File: src/pkg/timer_out_defs.svh
// Register offsets, reset values and timing counts of the timer output control block.
`ifndef TIMER_OUT_DEFS_SVH
`define TIMER_OUT_DEFS_SVH

`define N_CHAN          8
`define CNT_W           16
`define ADDR_W          8

`define OFF_START       8'h00
`define OFF_STOP        8'h04
`define OFF_STATUS      8'h08
`define OFF_MODE        8'h0C
`define OFF_POL         8'h10
`define OFF_OE          8'h14
`define OFF_LATCH       8'h18
`define OFF_CAPONE      8'h1C
`define OFF_CCS         8'h20
`define OFF_MSEL        8'h24
`define OFF_COUNT0      8'h40
`define OFF_COUNT_END   8'h60

`define RST_BYTE        8'h00
`define RST_MSEL        24'h000000
`define CNT_INIT        16'hFFFF
`define CNT_LOAD        16'h0000
`define CNT_STEP        16'h0001

`define RESP_OKAY       2'h0
`define RESP_SLVERR     2'h2

`define CLK_PERIOD_NS   10
`define SLOW_PERIOD_NS  80
`define SLOW_DIV_CYC    ((`SLOW_PERIOD_NS + `CLK_PERIOD_NS - 1) / `CLK_PERIOD_NS)

`endif

File: src/pkg/timer_out_pkg.sv
// Types shared by the timer output control block.
package timer_out_pkg;

   typedef enum logic [2:0] {
      ST_IDLE = 3'h1,
      ST_WAIT = 3'h2,
      ST_RUN  = 3'h4
   } chan_state_t;

   typedef struct packed {
      logic mode;
      logic pol;
      logic oe;
   } out_ctl_t;

   typedef struct packed {
      logic master;
      logic slave;
   } irq_pair_t;

endpackage

File: src/design/out_latch_cell.sv
// One channel output latch with its set, reset, toggle and software write paths.
`timescale 1ns/10ps
`include "timer_out_defs.svh"
module out_latch_cell
   import timer_out_pkg::*;
(
   input  wire logic      clk_sys_i,
   input  wire logic      reset_n_i,
   input  wire out_ctl_t  ctl_i,
   input  wire irq_pair_t irq_i,
   input  wire logic      sw_wr_i,
   input  wire logic      sw_data_i,
   output logic           latch_o
);

   logic set_req;
   logic clr_req;
   logic tgl_req;

   always_comb begin
      set_req = 1'b0;
      clr_req = 1'b0;
      tgl_req = 1'b0;
      if (!ctl_i.mode) begin
         tgl_req = irq_i.slave;
      end else if (irq_i.slave) begin
         // The slave event alone decides when both arrive together.
         set_req = ctl_i.pol;
         clr_req = !ctl_i.pol;
      end else if (irq_i.master) begin
         set_req = !ctl_i.pol;
         clr_req = ctl_i.pol;
      end
   end

   always_ff @(posedge clk_sys_i) begin
      if (!reset_n_i) begin
         latch_o <= 1'b0;
      end else if (ctl_i.oe) begin
         if (tgl_req) begin
            latch_o <= !latch_o;
         end else if (set_req) begin
            latch_o <= 1'b1;
         end else if (clr_req) begin
            latch_o <= 1'b0;
         end
      end else if (sw_wr_i) begin
         latch_o <= sw_data_i;
      end
   end
endmodule // out_latch_cell

File: src/design/timer_out_ctrl.sv
// Timer channel start control and output pin control with an AXI4-Lite register port.
`timescale 1ns/10ps
`include "timer_out_defs.svh"
// How it works
// In capture and one-count mode a 1 written to a channel's start trigger sets its enable status.
// An enabled capture and one-count channel waits for a trigger while its count keeps its initial value.
// On the trigger the count is loaded with zero and counting begins.
// In capture and one-count mode the count runs on the operation clock as if count select were 0.
// Counting starts only after the trigger is seen, so up to one count clock of sampling error exists.
// In toggle mode polarity is ignored and only the slave event reaches the latch, toggling it.
// In combination mode both master and slave events reach the latch and polarity applies.
// With polarity 0 the master event sets the latch and the slave event resets it.
// With polarity 1 the master event resets the latch and the slave event sets it.
// When master and slave events coincide, the slave action wins and the master action is masked.
// While output enable is 1 software writes to the latch are ignored and only events change it.
// Software sets an initial level by clearing output enable first and then writing the latch.
// While output enable is 0 software writes reach the latch and both events are blocked.
// The latch reads back at all times and shows the current pin level.
// Channels are 0 to 7, masters are 0, 2, 4 or 6, and a slave index lies above its master.
module timer_out_ctrl
   import timer_out_pkg::*;
(
   input  wire logic                 clk_sys_i,
   input  wire logic                 reset_n_i,
   input  wire logic [`ADDR_W-1:0]   s_axi_awaddr_i,
   input  wire logic                 s_axi_awvalid_i,
   output logic                      s_axi_awready_o,
   input  wire logic [31:0]          s_axi_wdata_i,
   input  wire logic [3:0]           s_axi_wstrb_i,
   input  wire logic                 s_axi_wvalid_i,
   output logic                      s_axi_wready_o,
   output logic [1:0]                s_axi_bresp_o,
   output logic                      s_axi_bvalid_o,
   input  wire logic                 s_axi_bready_i,
   input  wire logic [`ADDR_W-1:0]   s_axi_araddr_i,
   input  wire logic                 s_axi_arvalid_i,
   output logic                      s_axi_arready_o,
   output logic [31:0]               s_axi_rdata_o,
   output logic [1:0]                s_axi_rresp_o,
   output logic                      s_axi_rvalid_o,
   input  wire logic                 s_axi_rready_i,
   input  wire logic [`N_CHAN-1:0]   chan_irq_i,
   input  wire logic [`N_CHAN-1:0]   external_timer_input_i,
   output logic [`N_CHAN-1:0]        output_latch_o
);

   function automatic logic is_mapped(input logic [`ADDR_W-1:0] a);
      return (a[1:0] == 2'h0) && ((a <= `OFF_MSEL) || ((a >= `OFF_COUNT0) && (a < `OFF_COUNT_END)));
   endfunction

   function automatic logic [31:0] merge(input logic [31:0] old, input logic [31:0] nw,
                                         input logic [3:0] strb);
      logic [31:0] r;
      r = old;
      for (int b = 0; b < 4; b++) begin
         if (strb[b]) begin
            r[b*8 +: 8] = nw[b*8 +: 8];
         end
      end
      return r;
   endfunction

   function automatic logic master_legal(input logic [2:0] m, input int p);
      return (m[0] == 1'b0) && (int'(m) < p);
   endfunction

   logic [`ADDR_W-1:0]  aw_addr;
   logic [31:0]         w_data;
   logic [3:0]          w_strb;
   logic                do_write;
   logic [31:0]         wr_byte;
   logic [7:0]          output_mode_select;
   logic [7:0]          output_polarity;
   logic [7:0]          output_enable;
   logic [7:0]          capone_mode;
   logic [7:0]          count_clock_select;
   logic [23:0]         master_sel;
   logic [7:0]          start_pulse;
   logic [7:0]          stop_pulse;
   logic                latch_wr;
   logic [7:0]          chan_enable_status;
   logic [7:0]          ext_q;
   logic [7:0]          trig_edge;
   logic [7:0]          slow_cnt;
   logic                slow_tick;
   logic [`CNT_W-1:0]   chan_count_value [`N_CHAN];
   chan_state_t         chan_state [`N_CHAN];
   irq_pair_t           irq_pair [`N_CHAN];
   logic [31:0]         rd_mux;

   // Write channel: address and data are taken in either order, then one write cycle follows.
   always_ff @(posedge clk_sys_i) begin
      if (!reset_n_i) begin
         s_axi_awready_o <= 1'b1;
         s_axi_wready_o  <= 1'b1;
         s_axi_bvalid_o  <= 1'b0;
         s_axi_bresp_o   <= `RESP_OKAY;
         aw_addr         <= `OFF_START;
         w_data          <= 32'h00000000;
         w_strb          <= 4'h0;
      end else begin
         if (s_axi_awvalid_i && s_axi_awready_o) begin
            s_axi_awready_o <= 1'b0;
            aw_addr         <= s_axi_awaddr_i;
         end
         if (s_axi_wvalid_i && s_axi_wready_o) begin
            s_axi_wready_o <= 1'b0;
            w_data         <= s_axi_wdata_i;
            w_strb         <= s_axi_wstrb_i;
         end
         if (do_write) begin
            s_axi_bvalid_o <= 1'b1;
            s_axi_bresp_o  <= is_mapped(aw_addr) ? `RESP_OKAY : `RESP_SLVERR;
         end else if (s_axi_bvalid_o && s_axi_bready_i) begin
            s_axi_bvalid_o  <= 1'b0;
            s_axi_awready_o <= 1'b1;
            s_axi_wready_o  <= 1'b1;
         end
      end
   end

   assign do_write    = !s_axi_awready_o && !s_axi_wready_o && !s_axi_bvalid_o;
   assign wr_byte     = merge(32'h00000000, w_data, w_strb);
   assign start_pulse = (do_write && aw_addr == `OFF_START) ? wr_byte[7:0] : 8'h00;
   assign stop_pulse  = (do_write && aw_addr == `OFF_STOP) ? wr_byte[7:0] : 8'h00;
   assign latch_wr    = do_write && (aw_addr == `OFF_LATCH) && w_strb[0];

   always_ff @(posedge clk_sys_i) begin
      if (!reset_n_i) begin
         output_mode_select <= `RST_BYTE;
         output_polarity    <= `RST_BYTE;
         output_enable      <= `RST_BYTE;
         capone_mode        <= `RST_BYTE;
         count_clock_select <= `RST_BYTE;
         master_sel         <= `RST_MSEL;
      end else if (do_write) begin
         unique case (aw_addr)
            `OFF_MODE:   output_mode_select <= w_strb[0] ? w_data[7:0] : output_mode_select;
            `OFF_POL:    output_polarity    <= w_strb[0] ? w_data[7:0] : output_polarity;
            `OFF_OE:     output_enable      <= w_strb[0] ? w_data[7:0] : output_enable;
            `OFF_CAPONE: capone_mode        <= w_strb[0] ? w_data[7:0] : capone_mode;
            `OFF_CCS:    count_clock_select <= w_strb[0] ? w_data[7:0] : count_clock_select;
            `OFF_MSEL:   master_sel         <= 24'(merge({8'h0, master_sel}, w_data, w_strb));
            default:     ;
         endcase
      end
   end

   // Read channel: data one cycle after the address is taken.
   always_comb begin
      rd_mux = 32'h00000000;
      if (s_axi_araddr_i >= `OFF_COUNT0) begin
         rd_mux[`CNT_W-1:0] = chan_count_value[s_axi_araddr_i[4:2]];
      end else begin
         unique case (s_axi_araddr_i)
            `OFF_STATUS: rd_mux[7:0]  = chan_enable_status;
            `OFF_MODE:   rd_mux[7:0]  = output_mode_select;
            `OFF_POL:    rd_mux[7:0]  = output_polarity;
            `OFF_OE:     rd_mux[7:0]  = output_enable;
            `OFF_LATCH:  rd_mux[7:0]  = output_latch_o;
            `OFF_CAPONE: rd_mux[7:0]  = capone_mode;
            `OFF_CCS:    rd_mux[7:0]  = count_clock_select;
            `OFF_MSEL:   rd_mux[23:0] = master_sel;
            default:     rd_mux       = 32'h00000000;
         endcase
      end
   end

   always_ff @(posedge clk_sys_i) begin
      if (!reset_n_i) begin
         s_axi_arready_o <= 1'b1;
         s_axi_rvalid_o  <= 1'b0;
         s_axi_rdata_o   <= 32'h00000000;
         s_axi_rresp_o   <= `RESP_OKAY;
      end else if (s_axi_arvalid_i && s_axi_arready_o) begin
         s_axi_arready_o <= 1'b0;
         s_axi_rvalid_o  <= 1'b1;
         s_axi_rdata_o   <= is_mapped(s_axi_araddr_i) ? rd_mux : 32'h00000000;
         s_axi_rresp_o   <= is_mapped(s_axi_araddr_i) ? `RESP_OKAY : `RESP_SLVERR;
      end else if (s_axi_rvalid_o && s_axi_rready_i) begin
         s_axi_rvalid_o  <= 1'b0;
         s_axi_arready_o <= 1'b1;
      end
   end

   // Slow count clock for channels outside capture and one-count mode.
   always_ff @(posedge clk_sys_i) begin
      if (!reset_n_i) begin
         slow_cnt  <= 8'h00;
         slow_tick <= 1'b0;
      end else if (slow_cnt == 8'(`SLOW_DIV_CYC - 1)) begin
         slow_cnt  <= 8'h00;
         slow_tick <= 1'b1;
      end else begin
         slow_cnt  <= slow_cnt + 8'h01;
         slow_tick <= 1'b0;
      end
   end

   // The trigger rise is taken at the first clock edge that sees it, which is the sampling error users must allow for.
   always_ff @(posedge clk_sys_i) begin
      if (!reset_n_i) begin
         ext_q <= 8'h00;
      end else begin
         ext_q <= external_timer_input_i;
      end
   end
   assign trig_edge = external_timer_input_i & ~ext_q;

   genvar n;
   generate
      for (n = 0; n < `N_CHAN; n++) begin : g_chan
         logic tick;
         assign tick = capone_mode[n] ? 1'b1 : (count_clock_select[n] ? slow_tick : 1'b1);
         assign chan_enable_status[n] = (chan_state[n] != ST_IDLE);

         always_ff @(posedge clk_sys_i) begin
            if (!reset_n_i) begin
               chan_state[n]       <= ST_IDLE;
               chan_count_value[n] <= `CNT_INIT;
            end else if (stop_pulse[n]) begin
               chan_state[n] <= ST_IDLE;
            end else begin
               unique case (chan_state[n])
                  ST_IDLE: if (start_pulse[n]) begin
                     if (capone_mode[n]) begin
                        chan_state[n] <= ST_WAIT;
                     end else begin
                        chan_state[n]       <= ST_RUN;
                        chan_count_value[n] <= `CNT_LOAD;
                     end
                  end
                  ST_WAIT: if (trig_edge[n]) begin
                     chan_state[n]       <= ST_RUN;
                     chan_count_value[n] <= `CNT_LOAD;
                  end
                  ST_RUN: if (tick) begin
                     chan_count_value[n] <= chan_count_value[n] + `CNT_STEP;
                  end
                  default: chan_state[n] <= ST_IDLE;
               endcase
            end
         end

         always_comb begin
            irq_pair[n].slave  = chan_irq_i[n];
            irq_pair[n].master = 1'b0;
            if (master_legal(master_sel[n*3 +: 3], n)) begin
               irq_pair[n].master = chan_irq_i[master_sel[n*3 +: 3]];
            end
         end

         out_latch_cell u_cell (
            .clk_sys_i (clk_sys_i),
            .reset_n_i (reset_n_i),
            .ctl_i     ('{mode: output_mode_select[n], pol: output_polarity[n],
                          oe: output_enable[n]}),
            .irq_i     (irq_pair[n]),
            .sw_wr_i   (latch_wr),
            .sw_data_i (w_data[n]),
            .latch_o   (output_latch_o[n])
         );
      end
   endgenerate
endmodule // timer_out_ctrl

File: config.mk
export PLATFORM = sky130hd
export DESIGN_NAME = timer_out_ctrl
export DESIGN_NICKNAME = d
export VERILOG_FILES = /design/src/pkg/timer_out_pkg.sv /design/src/design/out_latch_cell.sv /design/src/design/timer_out_ctrl.sv
export VERILOG_INCLUDE_DIRS = /design/src /design/src/pkg
export SDC_FILE = /design/constraint.sdc
export NUM_CORES = 1
export LEC_CHECK = 0
export BUFFER_PORTS_ARGS = -buffer_cell sky130_fd_sc_hd__buf_2
export CORE_MARGIN = 1
export CORE_UTILIZATION = 45
export CTS_CLUSTER_SIZE = 30
export DETAILED_ROUTE_END_ITERATION = 10
export GPL_ROUTABILITY_DRIVEN = 1
export GPL_TIMING_DRIVEN = 0
export SLEW_MARGIN = 20
export SYNTH_ARGS = -nofsm -noshare
export SYNTH_HDL_FRONTEND = slang
export SYNTH_SLANG_ARGS = --single-unit
export TNS_END_PERCENT = 50
File: constraint.sdc
create_clock -name clk_sys_i -period 5.5 [get_ports clk_sys_i]
set_input_delay 0.55 -clock clk_sys_i [delete_from_list [all_inputs] [get_ports clk_sys_i]]
set_output_delay 0.55 -clock clk_sys_i [all_outputs]
set_load 0.02 [all_outputs]
; After elaboration in Yosys (flattened, before gate mapping)
; Memories as Yosys holds them, arrays and structs flattened.
; Index checks and enable logic that the tools add are counted.
[op_classes]
bitwise_logic = 74
reduce_logical = 81
muxes = 451
n_lt_le_gt_ge = 20
addsub = 9
eq_ne = 57
[op_table]
columns = op, count
row1 = 2-to-1 mux 16 bit, 26
row2 = 2-to-1 mux 1 bit, 370
row3 = adder 16 x 1 -> 16 bit (second input constant), 8
row4 = 2-to-1 mux 3 bit, 40
row5 = == test 8 x 5 -> 1 bit (second input constant), 8
row6 = OR 1 bit, 64
row7 = one-hot mux 8 bit (8 select lines), 1
row8 = == test 8 x 6 -> 1 bit (second input constant), 4
row9 = 2-to-1 mux 32 bit, 1
row10 = 2-to-1 mux 8 bit, 4
row11 = inequality test 4 x 1 -> 1 bit (second input constant), 8
row12 = < comparator 3 x 4 -> 1 bit (second input constant), 7
row13 = == test 3 x 1 -> 1 bit (second input constant), 8
row14 = == test 3 x 2 -> 1 bit (second input constant), 8
row15 = == test 3 bit (second input constant), 8
row16 = == test 8 x 4 -> 1 bit (second input constant), 3
row17 = inequality test 3 x 1 -> 1 bit (second input constant), 8
row18 = AND reduction 3 bit, 8
row19 = OR reduction 3 bit, 8
row20 = logical AND 1 bit, 22
row21 = binary-select mux 1 bit (select 3 bit), 7
row22 = nonzero test 2 bit, 10
row23 = zero test 1 bit, 19
row24 = == test 8 x 3 -> 1 bit (second input constant), 2
row25 = other kinds (16), 40
[word_totals]
output_inout_bits = 49
in_bits = 75
register_bits = 165
word_cells = 724
n_memories = 2
ram_bits = 152
[mem_list]
columns = name, depth, word_bits, read_ports, rd_ports_with_merged_regs, wr, line_no
row1 = chan_count_value, 8, 16, 9, 0, 8, timer_out_ctrl.sv:86  ; logic [`CNT_W-1:0] chan_count_value [`N_CHAN];
row2 = chan_state, 8, 3, 8, 0, 8, timer_out_ctrl.sv:87  ; chan_state_t chan_state [`N_CHAN];

; Depth between registers and ports, before layout
; Gate-level depths: netlist of run 1.
[logic_depth]
ltp_word = 14
depth_mapped = 8
depth_no_buf = 6

; Cells and area by module
; Synthesis of run 1 repeated with hierarchy kept, for this count alone.
[unflattened]
cells_unflattened = 1677
area_unflattened_um2 = 16360.7
[modules_own_cells]
columns = module, area_each_um2, cells_per_inst, n_inst, seq_area_each_um2
row1 = timer_out_ctrl, 15740.1, 1605, 1, 7507.2
row2 = out_latch_cell, 77.6, 9, 8, 20.0

; Worst setup path before layout of run 1
; No wires, ideal clock.
[synth_path]
path_kind = register to register
startpoint = register s_axi_bvalid_o
endpoint = memory chan_count_value[2][0] (netlist bit), enable pin
arrival_time_ns = 2.476
path_stages_with_launch = 7
t_required_ns = 5.101
synth_period_minus_slack_ns = 2.875
slack_ns = 2.625
setup_time_ns = 0.399
n_path_buf = 1
path_cell_list = dfxtp_1 > nor3_2 > nand4_1 > buf_4 > o31ai_4 > nor3_1 > a31oi_1
[synth_rtl]
columns = item, line_no
row1 = from (decl), timer_out_ctrl.sv:33  ; output logic s_axi_bvalid_o,
row2 = from (signal assigned), timer_out_ctrl.sv:96  ; s_axi_bvalid_o <= 1'b0;
row3 = from (signal assigned), timer_out_ctrl.sv:112  ; s_axi_bvalid_o <= 1'b1;
row4 = from (signal assigned), timer_out_ctrl.sv:115  ; s_axi_bvalid_o <= 1'b0;
row5 = to (decl), timer_out_ctrl.sv:86

==> impl_metrics.ini, run 1 <==
[routing]
dr.first_iter.drc_count = 1428
drt-total-wl_um = 54400
route.vias.total = 15100
drt-pass1-iter-count = 6
routed_via_density = 5.84
routedWlPerCell_um = 21.0
drc = 0
antenna_left = 0

[clock_network]
cts_resized = 0
insertion_delay_ps = 560
htreeDepth = 2
cts.sinks = 307
cts_tree = built
clockBufferDepth = 3
cts_inserted_buffers = 38
cts_root_buf = clkbuf_16
hold_buffers = 0
postCtsSetupBuffers = 0
clk_pin_slew_ps = 60

[critical_path]
cp_cell_sequence = nor4b_1 -> nand4_1 -> buf_4 -> o31ai_4 -> nor3_1 -> a31oi_2 -> buf_6
ff2ff_path_depth = 7
required_ps = 5760
critPathBufInv = 2
critPathArrivalTime_ps = 3930
end_kind = register
crit_type = register to register
path_depth = 7
critPathMaxFanout = 10
slowest_stage = nand4_1
startpoint = w_strb[0]
crit_family = simple AND/OR/NAND/NOR gates
slowest_delay_ps = 650
r2r-end = chan_count_value[7][11]
crit_path_start_kind = register
r2r_setup_slack_ps = 1830
rr_startpoint = w_strb[0]
crit_path_end = chan_count_value[7][11]

[sta]
hold_viol_final = 0
skew_ps = 18.9
fin_crit_sh = 0.667
max_slew_margin = 0.267
finalCriticalPeriod_ps = 3670
setup_viol = 0
timing.fmax_mhz = 273
rsz0062_at_grt = no
tns_ps = 0
drv_slew = 0
worst_pin_slew_ps = 1090
worst_slack_ps = 1830

[logic_synthesis]
synth_edf_count = 152
synth.area.mux_share = 0.0681
synthSimpleGateAreaFrac = 0.223
synth.distinct_cells = 78
yosysSeqAreaShare = 0.449
synth-async-reset-ratio = 0
ys.flop_type = dfxtp_1
synth_cells = 1907
synth_fa_ha_area_frac = 0.00660
yosysWarnings = 0
syn_area_um2 = 17100
syn_avg_cell_area_um2 = 8.95
synth_top_family_by_area = simple AND/OR/NAND/NOR gates
synthXorXnorAreaFrac = 0.0472
synth-seq-cells = 307
synth_compound_area_frac = 0.163

[die]
initial_core_util = 0.462
core_area_um2 = 37000
die_h_um = 197
dieArea_um2 = 38700
rows = 70
fp.dieW_um = 197
pin_count = 124

[global_routing]
overflow = 0
first_global_vias = 14000
grt_max_degree = 17
grt.total_usage = 0.282
grt_pass1_wl_um = 83400
antenna_found_initial = 1

[pwr]
peakVddDrop_mv = 0.227
leakage_nw = 7.47
p_per_area_nw_per_um2 = 271
finalPower_mw = 5.29

[placement]
dpl.cell_count = 2523
gp_congestion = 0.953
io_buffers = 99
hpwl_um = 40500
post-place-ws_ps = 1490

[layout]
layout_common_cells = nand2_1, nor2_1, o21ai_0
fillers = 3568
mostFrequentLayoutCell = nand2_1
drive_gt1_frac = 0.118
fin_nets = 2143
area_delta_synth_final_pct = 14.5
stdcell_count = 2593

[outcome]
status = finished, final reports clean

[run]
max_cap_violations = 0

[hold_path]
hold_path.class = input pin to register
## stage by stage
step / area (um2) / hold slack, ps / utilization
floorplan: 17100 / 413 / -
global placement: 18200 / 430 / 0.493
detailed placement: 18300 / 437 / 0.495
CTS: 19500 / 180 / 0.529
global route: 19500 / 218 / 0.529
finish: 19500 / 206 / 0.529
## cells by family (layout without fill, tap and decap cells)
| logic type | count (synthesis) | after routing |
|---|---|---|
| DFF | 307 | 307 |
| muxes | 108 | 108 |
| and+or+nand+nor | 776 | 776 |
| xor gates and xnor gates | 92 | 92 |
| other | 1 | 11 |
| adders and majority gates | 9 | 9 |
| buffers and inverters | 161 | 333 |
| AOI/OAI and AO/OA | 453 | 453 |
## Yosys cell counts (7+ instances only)
master | instances | area share
nand2_1 | 254 | 0.056
nor2_1 | 177 | 0.039
o21ai_0 | 160 | 0.047
dfxtp_1 | 155 | 0.18
edfxtp_1 | 152 | 0.27
a21oi_1 | 134 | 0.039
mux2i_1 | 97 | 0.057
clkbuf_1 | 80 | 0.018
nand3_1 | 75 | 0.022
xnor2_1 | 51 | 0.026
xor2_1 | 41 | 0.021
nand4_1 | 39 | 0.014
nor3_1 | 38 | 0.011
a22oi_1 | 37 | 0.016
and2_1 | 32 | 0.012
inv_1 | 29 | 0.0064
and3_1 | 27 | 0.0099
nor4_1 | 22 | 0.0081
buf_4 | 21 | 0.0092
buf_2 | 19 | 0.0056
nor3b_1 | 18 | 0.0079
nand2b_1 | 17 | 0.0062
and4_1 | 16 | 0.0082
a21o_1 | 13 | 0.0057
nor2b_1 | 13 | 0.0048
a32oi_1 | 12 | 0.0062
o21a_1 | 12 | 0.0053
a31oi_1 | 11 | 0.0040
o211ai_1 | 11 | 0.0048
a211oi_1 | 9 | 0.0040
ha_1 | 9 | 0.0066
nor4b_1 | 8 | 0.0041
buf_1 | 7 | 0.0015
## power breakdown
group	switching (mW)	internal (mW)
clock network	0.996	1.50
registers	0.0274	2.43
logic	0.237	0.101
## layout make-up
cell class                      instances  area [um2]  area share
Tap cell                              504         631      0.0323
Multi-Input combinational cell       1448        8750       0.447
Buffer                                132         611      0.0312
Clock inverter                         16         129     0.00659
Clock buffer                           53        1110      0.0568
Timing Repair Buffer                  103         541      0.0277
Inverter                               29         109     0.00557
Sequential cell                       307        7670       0.392
Antenna cell                            1        2.50    0.000128
## routing by layer
metal	vias to the layer above	global-route usage	part of all wire	wire length [um]
li1	7214	-	-	-
met1	7212	0.396	0.45	24300
met2	609	0.425	0.43	23600
met3	107	0.0524	0.081	4410
met4	0	0.118	0.039	2100
met5	-	0	0	0
## how the worst min path moves through the flow
stage                                start          endpoint  slack, ps  depth (start not counted)
after floorplan                slow_cnt[0]       slow_cnt[0]        410                          1
after global placement    s_axi_rdata_o[3]  s_axi_rdata_o[3]        430                          1
after detailed placement  s_axi_rdata_o[3]  s_axi_rdata_o[3]        440                          1
after CTS                   s_axi_wvalid_i    s_axi_wready_o        180                          2
after global routing        s_axi_wvalid_i    s_axi_wready_o        220                          2
final                       s_axi_wvalid_i    s_axi_wready_o        210                          2
## worst register-to-register path: stages, from the launching register on
cell and delay (ps):
dfxtp_1 470, nor4b_1 410, nand4_1 650, buf_4 460
o31ai_4 430, nor3_1 110, a31oi_2 600, buf_6 240
## flip-flops by register name, summed over array words and instances (netlist names), 3 cells and up
name / flops
aw_addr: 8
g_chan.u_cell.latch_o: 8
slow_cnt: 8
chan_state: 24
s_axi_rdata_o: 24
capone_mode: 8
w_data: 24
count_clock_select: 8
w_strb: 3
output_mode_select: 8
chan_count_value: 128
output_polarity: 8
output_enable: 8
master_sel: 24
ext_q: 8
No activity file was read; power rests on OpenSTA's default activity.
==> run 2: changes to the inputs <==
Settings changed: ABC_AREA set to 1.
Clock period 5.5 ns to 3.01 ns, I/O delays scaled along.
==> impl_metrics.ini, run 2 <==
[sta]
setup_viol = 0
tns_ps = 0
worst_pin_slew_ps = 1020
finalCriticalPeriod_ps = 2840
timing.fmax_mhz = 352
skew_ps = 33.2
drv_slew = 0
max_slew_margin = 0.323
rsz0062_at_grt = no
fin_crit_sh = 0.944
hold_viol_final = 0

[clock_network]
cts_root_buf = clkbuf_16
cts.sinks = 307
clockBufferDepth = 3
htreeDepth = 2
insertion_delay_ps = 590
clk_pin_slew_ps = 60
cts_tree = built
postCtsSetupBuffers = 0
cts_inserted_buffers = 39

[logic_synthesis]
ys.flop_type = dfxtp_1
syn_area_um2 = 18100
synth_area_leader_cell = edfxtp_1
synth_edf_count = 152
synthTopCellsByArea = edfxtp_1, dfxtp_1, nand2_1
yosysWarnings = 0
synth.distinct_cells = 51
yosysSeqAreaShare = 0.425
synth-seq-cells = 307
syn_avg_cell_area_um2 = 7.29
synth_cells = 2479
synthTopCellsByCount = nand2_1, nand3_1, inv_1, nor2_1, dfxtp_1
yosysMostFrequentCell = nand2_1
synth_top_area_share = 0.253
synth-async-reset-ratio = 0

[critical_path]
crit_path_start_kind = input pin
required_ps = 3080
end_kind = register
slowest_delay_ps = 820
r2r-end = chan_count_value[4][10]
slowest_stage = nand3_1
crit_type = input pin to register
ff2ff_path_depth = 8
crit_family = buffers and inverters
critPathBufInv = 4
path_common_cell = buf_2
critPathArrivalTime_ps = 2920
critPathMaxFanout = 16
rr_startpoint = aw_addr[7]
startpoint = reset_n_i
cp_cell_sequence = buf_2 -> buf_2 -> buf_2 -> buf_1 -> nand3_1
r2r_setup_slack_ps = 330

[global_routing]
grt_pass1_wl_um = 87900
overflow = 0
antenna_found_initial = 0
grt.total_usage = 0.275
grt_max_degree = 17
first_global_vias = 16100

[die]
core_area_um2 = 39600
pin_count = 124
fp.dieW_um = 202
dieArea_um2 = 40900
initial_core_util = 0.456
die_h_um = 202
rows = 73

[layout]
largest_reg_flops = 128
layout_common_cells = nand2_1, nand3_1, inv_1
area_delta_synth_final_pct = 15.6
final_util = 0.527
mostFrequentLayoutCell = nand2_1
largest_register = chan_count_value
multiInputGateArea_um2 = 8630
seq_area_um2 = 7670
drive_gt1_frac = 0.134
fin_nets = 2747
insertedDiodeCount = 0
fillers = 3970
final_area_um2 = 20900

[placement]
gp_congestion = 0.956
hpwl_um = 43200
io_buffers = 101
placed_cell_area_um2 = 19300

[routing]
dr.first_iter.drc_count = 1245
drt-pass1-iter-count = 5
antenna_left = 0
routedWlPerCell_um = 17.5
drc = 0
route.vias.total = 16900
routed_via_density = 5.25
drt-total-wl_um = 56200

[hold_path]
hold_path.class = input pin to register
min_path_cells = 3
min_to = w_data[20]
min_from = s_axi_wdata_i[20]

[pwr]
leakage_nw = 9.68
p_per_area_nw_per_um2 = 474
peakVddDrop_mv = 0.382

[run]
max_cap_violations = 0

[outcome]
status = finished, final reports clean
run 2: worst max-delay path by stage:
stage | end | cells past startpoint
after floorplan | chan_count_value[1][0] | 9
after global placement | chan_count_value[4][10] | 5
after detailed placement | chan_count_value[4][10] | 5
after CTS | chan_count_value[4][11] | 10
after global routing | chan_count_value[0][15] | 5
final | chan_count_value[1][5] | 5
run 2: report_power, final:
group	total (mW)	leakage, nW	switching (mW)	internal [mW]
logic	0.695	6.69	0.493	0.202
clock network	4.70	0.623	1.94	2.76
registers	4.50	2.36	0.0479	4.45
run 2: layout make-up:
cell class	count	share of cell area
buffer	98	0.0294
sequential	307	0.367
tap	525	0.0315
inverter	318	0.0573
clock inverter	12	0.00564
multi-input combinational	1765	0.413
clock buffer	60	0.0554
timing repair buffer	134	0.0400
run 2: logic make-up (layout without fill, tap and decap cells):
logic type / after synthesis / after routing / synth area share
fa+ha+maj: 9 / 9 / 0.00623
buf+inv: 416 / 622 / 0.100
simple gates: 1392 / 1392 / 0.354
flops: 307 / 307 / 0.425
compound gates: 304 / 304 / 0.0911
other cells: 1 / 10 / 0.000208
xor+xnor: 50 / 50 / 0.0242
run 2: stage by stage:
stage	std cells	setup slack, ps	hold WS, ps	power, mW
global placement	3114	-494	431	5.23
detailed placement	3114	-516	445	5.24
floorplan	2488	945	399	4.99
CTS	3219	21.9	0.0398	9.96
finish	3219	167	10.7	9.89
global route	3219	62.7	27.2	10.2
run 2: worst min-delay path: stages:
cell and delay [ps]:
buf_2 70, o21ai_0 80, a21oi_1 110
run 2: layer usage:
| metal | up-vias | wire length [um] | GRT usage |
|---|---|---|---|
| met4 | 0 | 2380 | 0.128 |
| met5 | - | 0 | 0 |
| met2 | 480 | 26400 | 0.460 |
| met1 | 7821 | 24700 | 0.354 |
| met3 | 125 | 2740 | 0.0334 |
| li1 | 8481 | - | - |
run 2: timing repair:
item / in CTS / in global routing
hold buffers: 33 / 0
endpoints found under the hold margin: 32 / 0
gates resized for setup: 0 / 2
setup endpoints to repair: 0 / 16
==> run 3: changes to the inputs <==
Settings changed: CORE_ASPECT_RATIO set to 0.7, REMOVE_ABC_BUFFERS set to 1.
==> impl_metrics.ini, run 3 (synthesis results as in run 2) <==
[clock_network]
clk_pin_slew_ps = 60
cts_root_buf = clkbuf_16
cts_tree = built
postCtsSetupBuffers = 0
cts_inserted_buffers = 35
htreeDepth = 2
clockBufferDepth = 3
cts.sinks = 307
insertion_delay_ps = 530

[routing]
routed_via_density = 5.36
dr.first_iter.drc_count = 1611
routedWlPerCell_um = 16.7
route.vias.total = 16600
drt-total-wl_um = 51600
drc = 0
antenna_left = 0
drt-pass1-iter-count = 6

[global_routing]
grt.total_usage = 0.252
first_global_vias = 15000
antenna_found_initial = 1
grtUsageMet2 = 0.370
grt-busiest-layer = met1
grtUsageMet1 = 0.378
grt_max_degree = 114
overflow = 0
use_met3 = 0.0480
grt_pass1_wl_um = 80800

[die]
rows = 60
pin_count = 124
dieArea_um2 = 41000
die_h_um = 170
core_area_um2 = 39000
initial_core_util = 0.464
fp.dieW_um = 241

[sta]
skew_ps = 12.4
drv_slew = 0
hold_viol_final = 0
setup_viol = 0
finalCriticalPeriod_ps = 2770
timing.fmax_mhz = 361
hold_slack_ps = 22.0
max_slew_margin = 0.356
fin_crit_sh = 0.921
worst_pin_slew_ps = 958
rsz0062_at_grt = no

[pwr]
peakVddDrop_mv = 0.414
leakage_nw = 9.17
p_per_area_nw_per_um2 = 482
finalPower_mw = 9.62

[critical_path]
required_ps = 3170
crit_type = register to register
crit_path_start_kind = register
critPathArrivalTime_ps = 2930
critPathMaxFanout = 17
end_kind = register

[layout]
drive_gt1_frac = 0.116
mostFrequentLayoutCell = nand2_1
fillers = 3825
layout_common_cells = nand2_1, nand3_1, inv_1
area_delta_synth_final_pct = 10.6
largest_reg_flops = 128
insertedDiodeCount = 0
final_util = 0.513
fin_nets = 2624
largest_register = chan_count_value

[hold_path]
hold_path.class = input pin to register

[placement]
hpwl_um = 37800
io_buffers = 104
gp_congestion = 0.934

[outcome]
status = finished, final reports clean

[run]
max_cap_violations = 0
## run 3: power breakdown
| part | switching, mW | leakage, nW | total (mW) | internal, mW |
|---|---|---|---|---|
| sequential | 0.0492 | 2.36 | 4.50 | 4.45 |
| clock | 1.82 | 0.569 | 4.51 | 2.69 |
| combinational | 0.463 | 6.24 | 0.620 | 0.157 |
| total | 2.33 | 9.17 | 9.62 | 7.29 |
## run 3: metal layers
layer | wire length (um) | up-vias | share of wire
li1 | - | 8216 | -
met1 | 25400 | 7739 | 0.49
met2 | 21500 | 538 | 0.42
met3 | 3870 | 64 | 0.075
met4 | 789 | 4 | 0.015
met5 | 95 | - | 0.0018
## run 3: timing repair
action | CTS | global route
setup endpoints to repair | 0 | 32
hold buffers | 8 | 0
endpoints found under the hold margin | 8 | 0
gates resized for setup | 0 | 2
## run 3: final cells by class
class	count	area, um2	share of cell area
clock buffer	51	1020	0.0510
clock inverter	10	151	0.00758
inverter	318	1200	0.0600
multi-input combinational	1765	8640	0.433
sequential	307	7670	0.384
tap	527	659	0.0330
timing repair buffer	113	634	0.0318
## run 3: final timing paths
| path | start | to | slack, ps | depth (start not counted) |
|---|---|---|---|---|
| max reg2reg | w_strb[0] | chan_count_value[2][1] | 240 | 7 |
| max | w_strb[0] | chan_count_value[2][1] | 240 | 7 |
| min | reset_n_i | s_axi_arready_o | 20 | 2 |
| min reg2reg | slow_cnt[0] | slow_cnt[0] | 450 | 1 |
## run 3: worst max-delay path, stage by stage, from the launching register on
cell and delay, ps:
dfxtp_1 530, nand2_1 240, inv_1 60, nand2_1 100, nand2_1 100, nor2_2 660
inv_2 120, nand2_1 590
## run 3: per-stage QoR
step	setup slack [ps]	setup TNS, ps	instances	instance area [um2]
floorplan	735	0	2390	17500
finish	237	0	3091	20000
detailed placement	-46.9	-343	3022	18700
global route	70.7	0	3091	20000
CTS	81.6	0	3091	20000
global placement	-1680	-268500	3021	18700
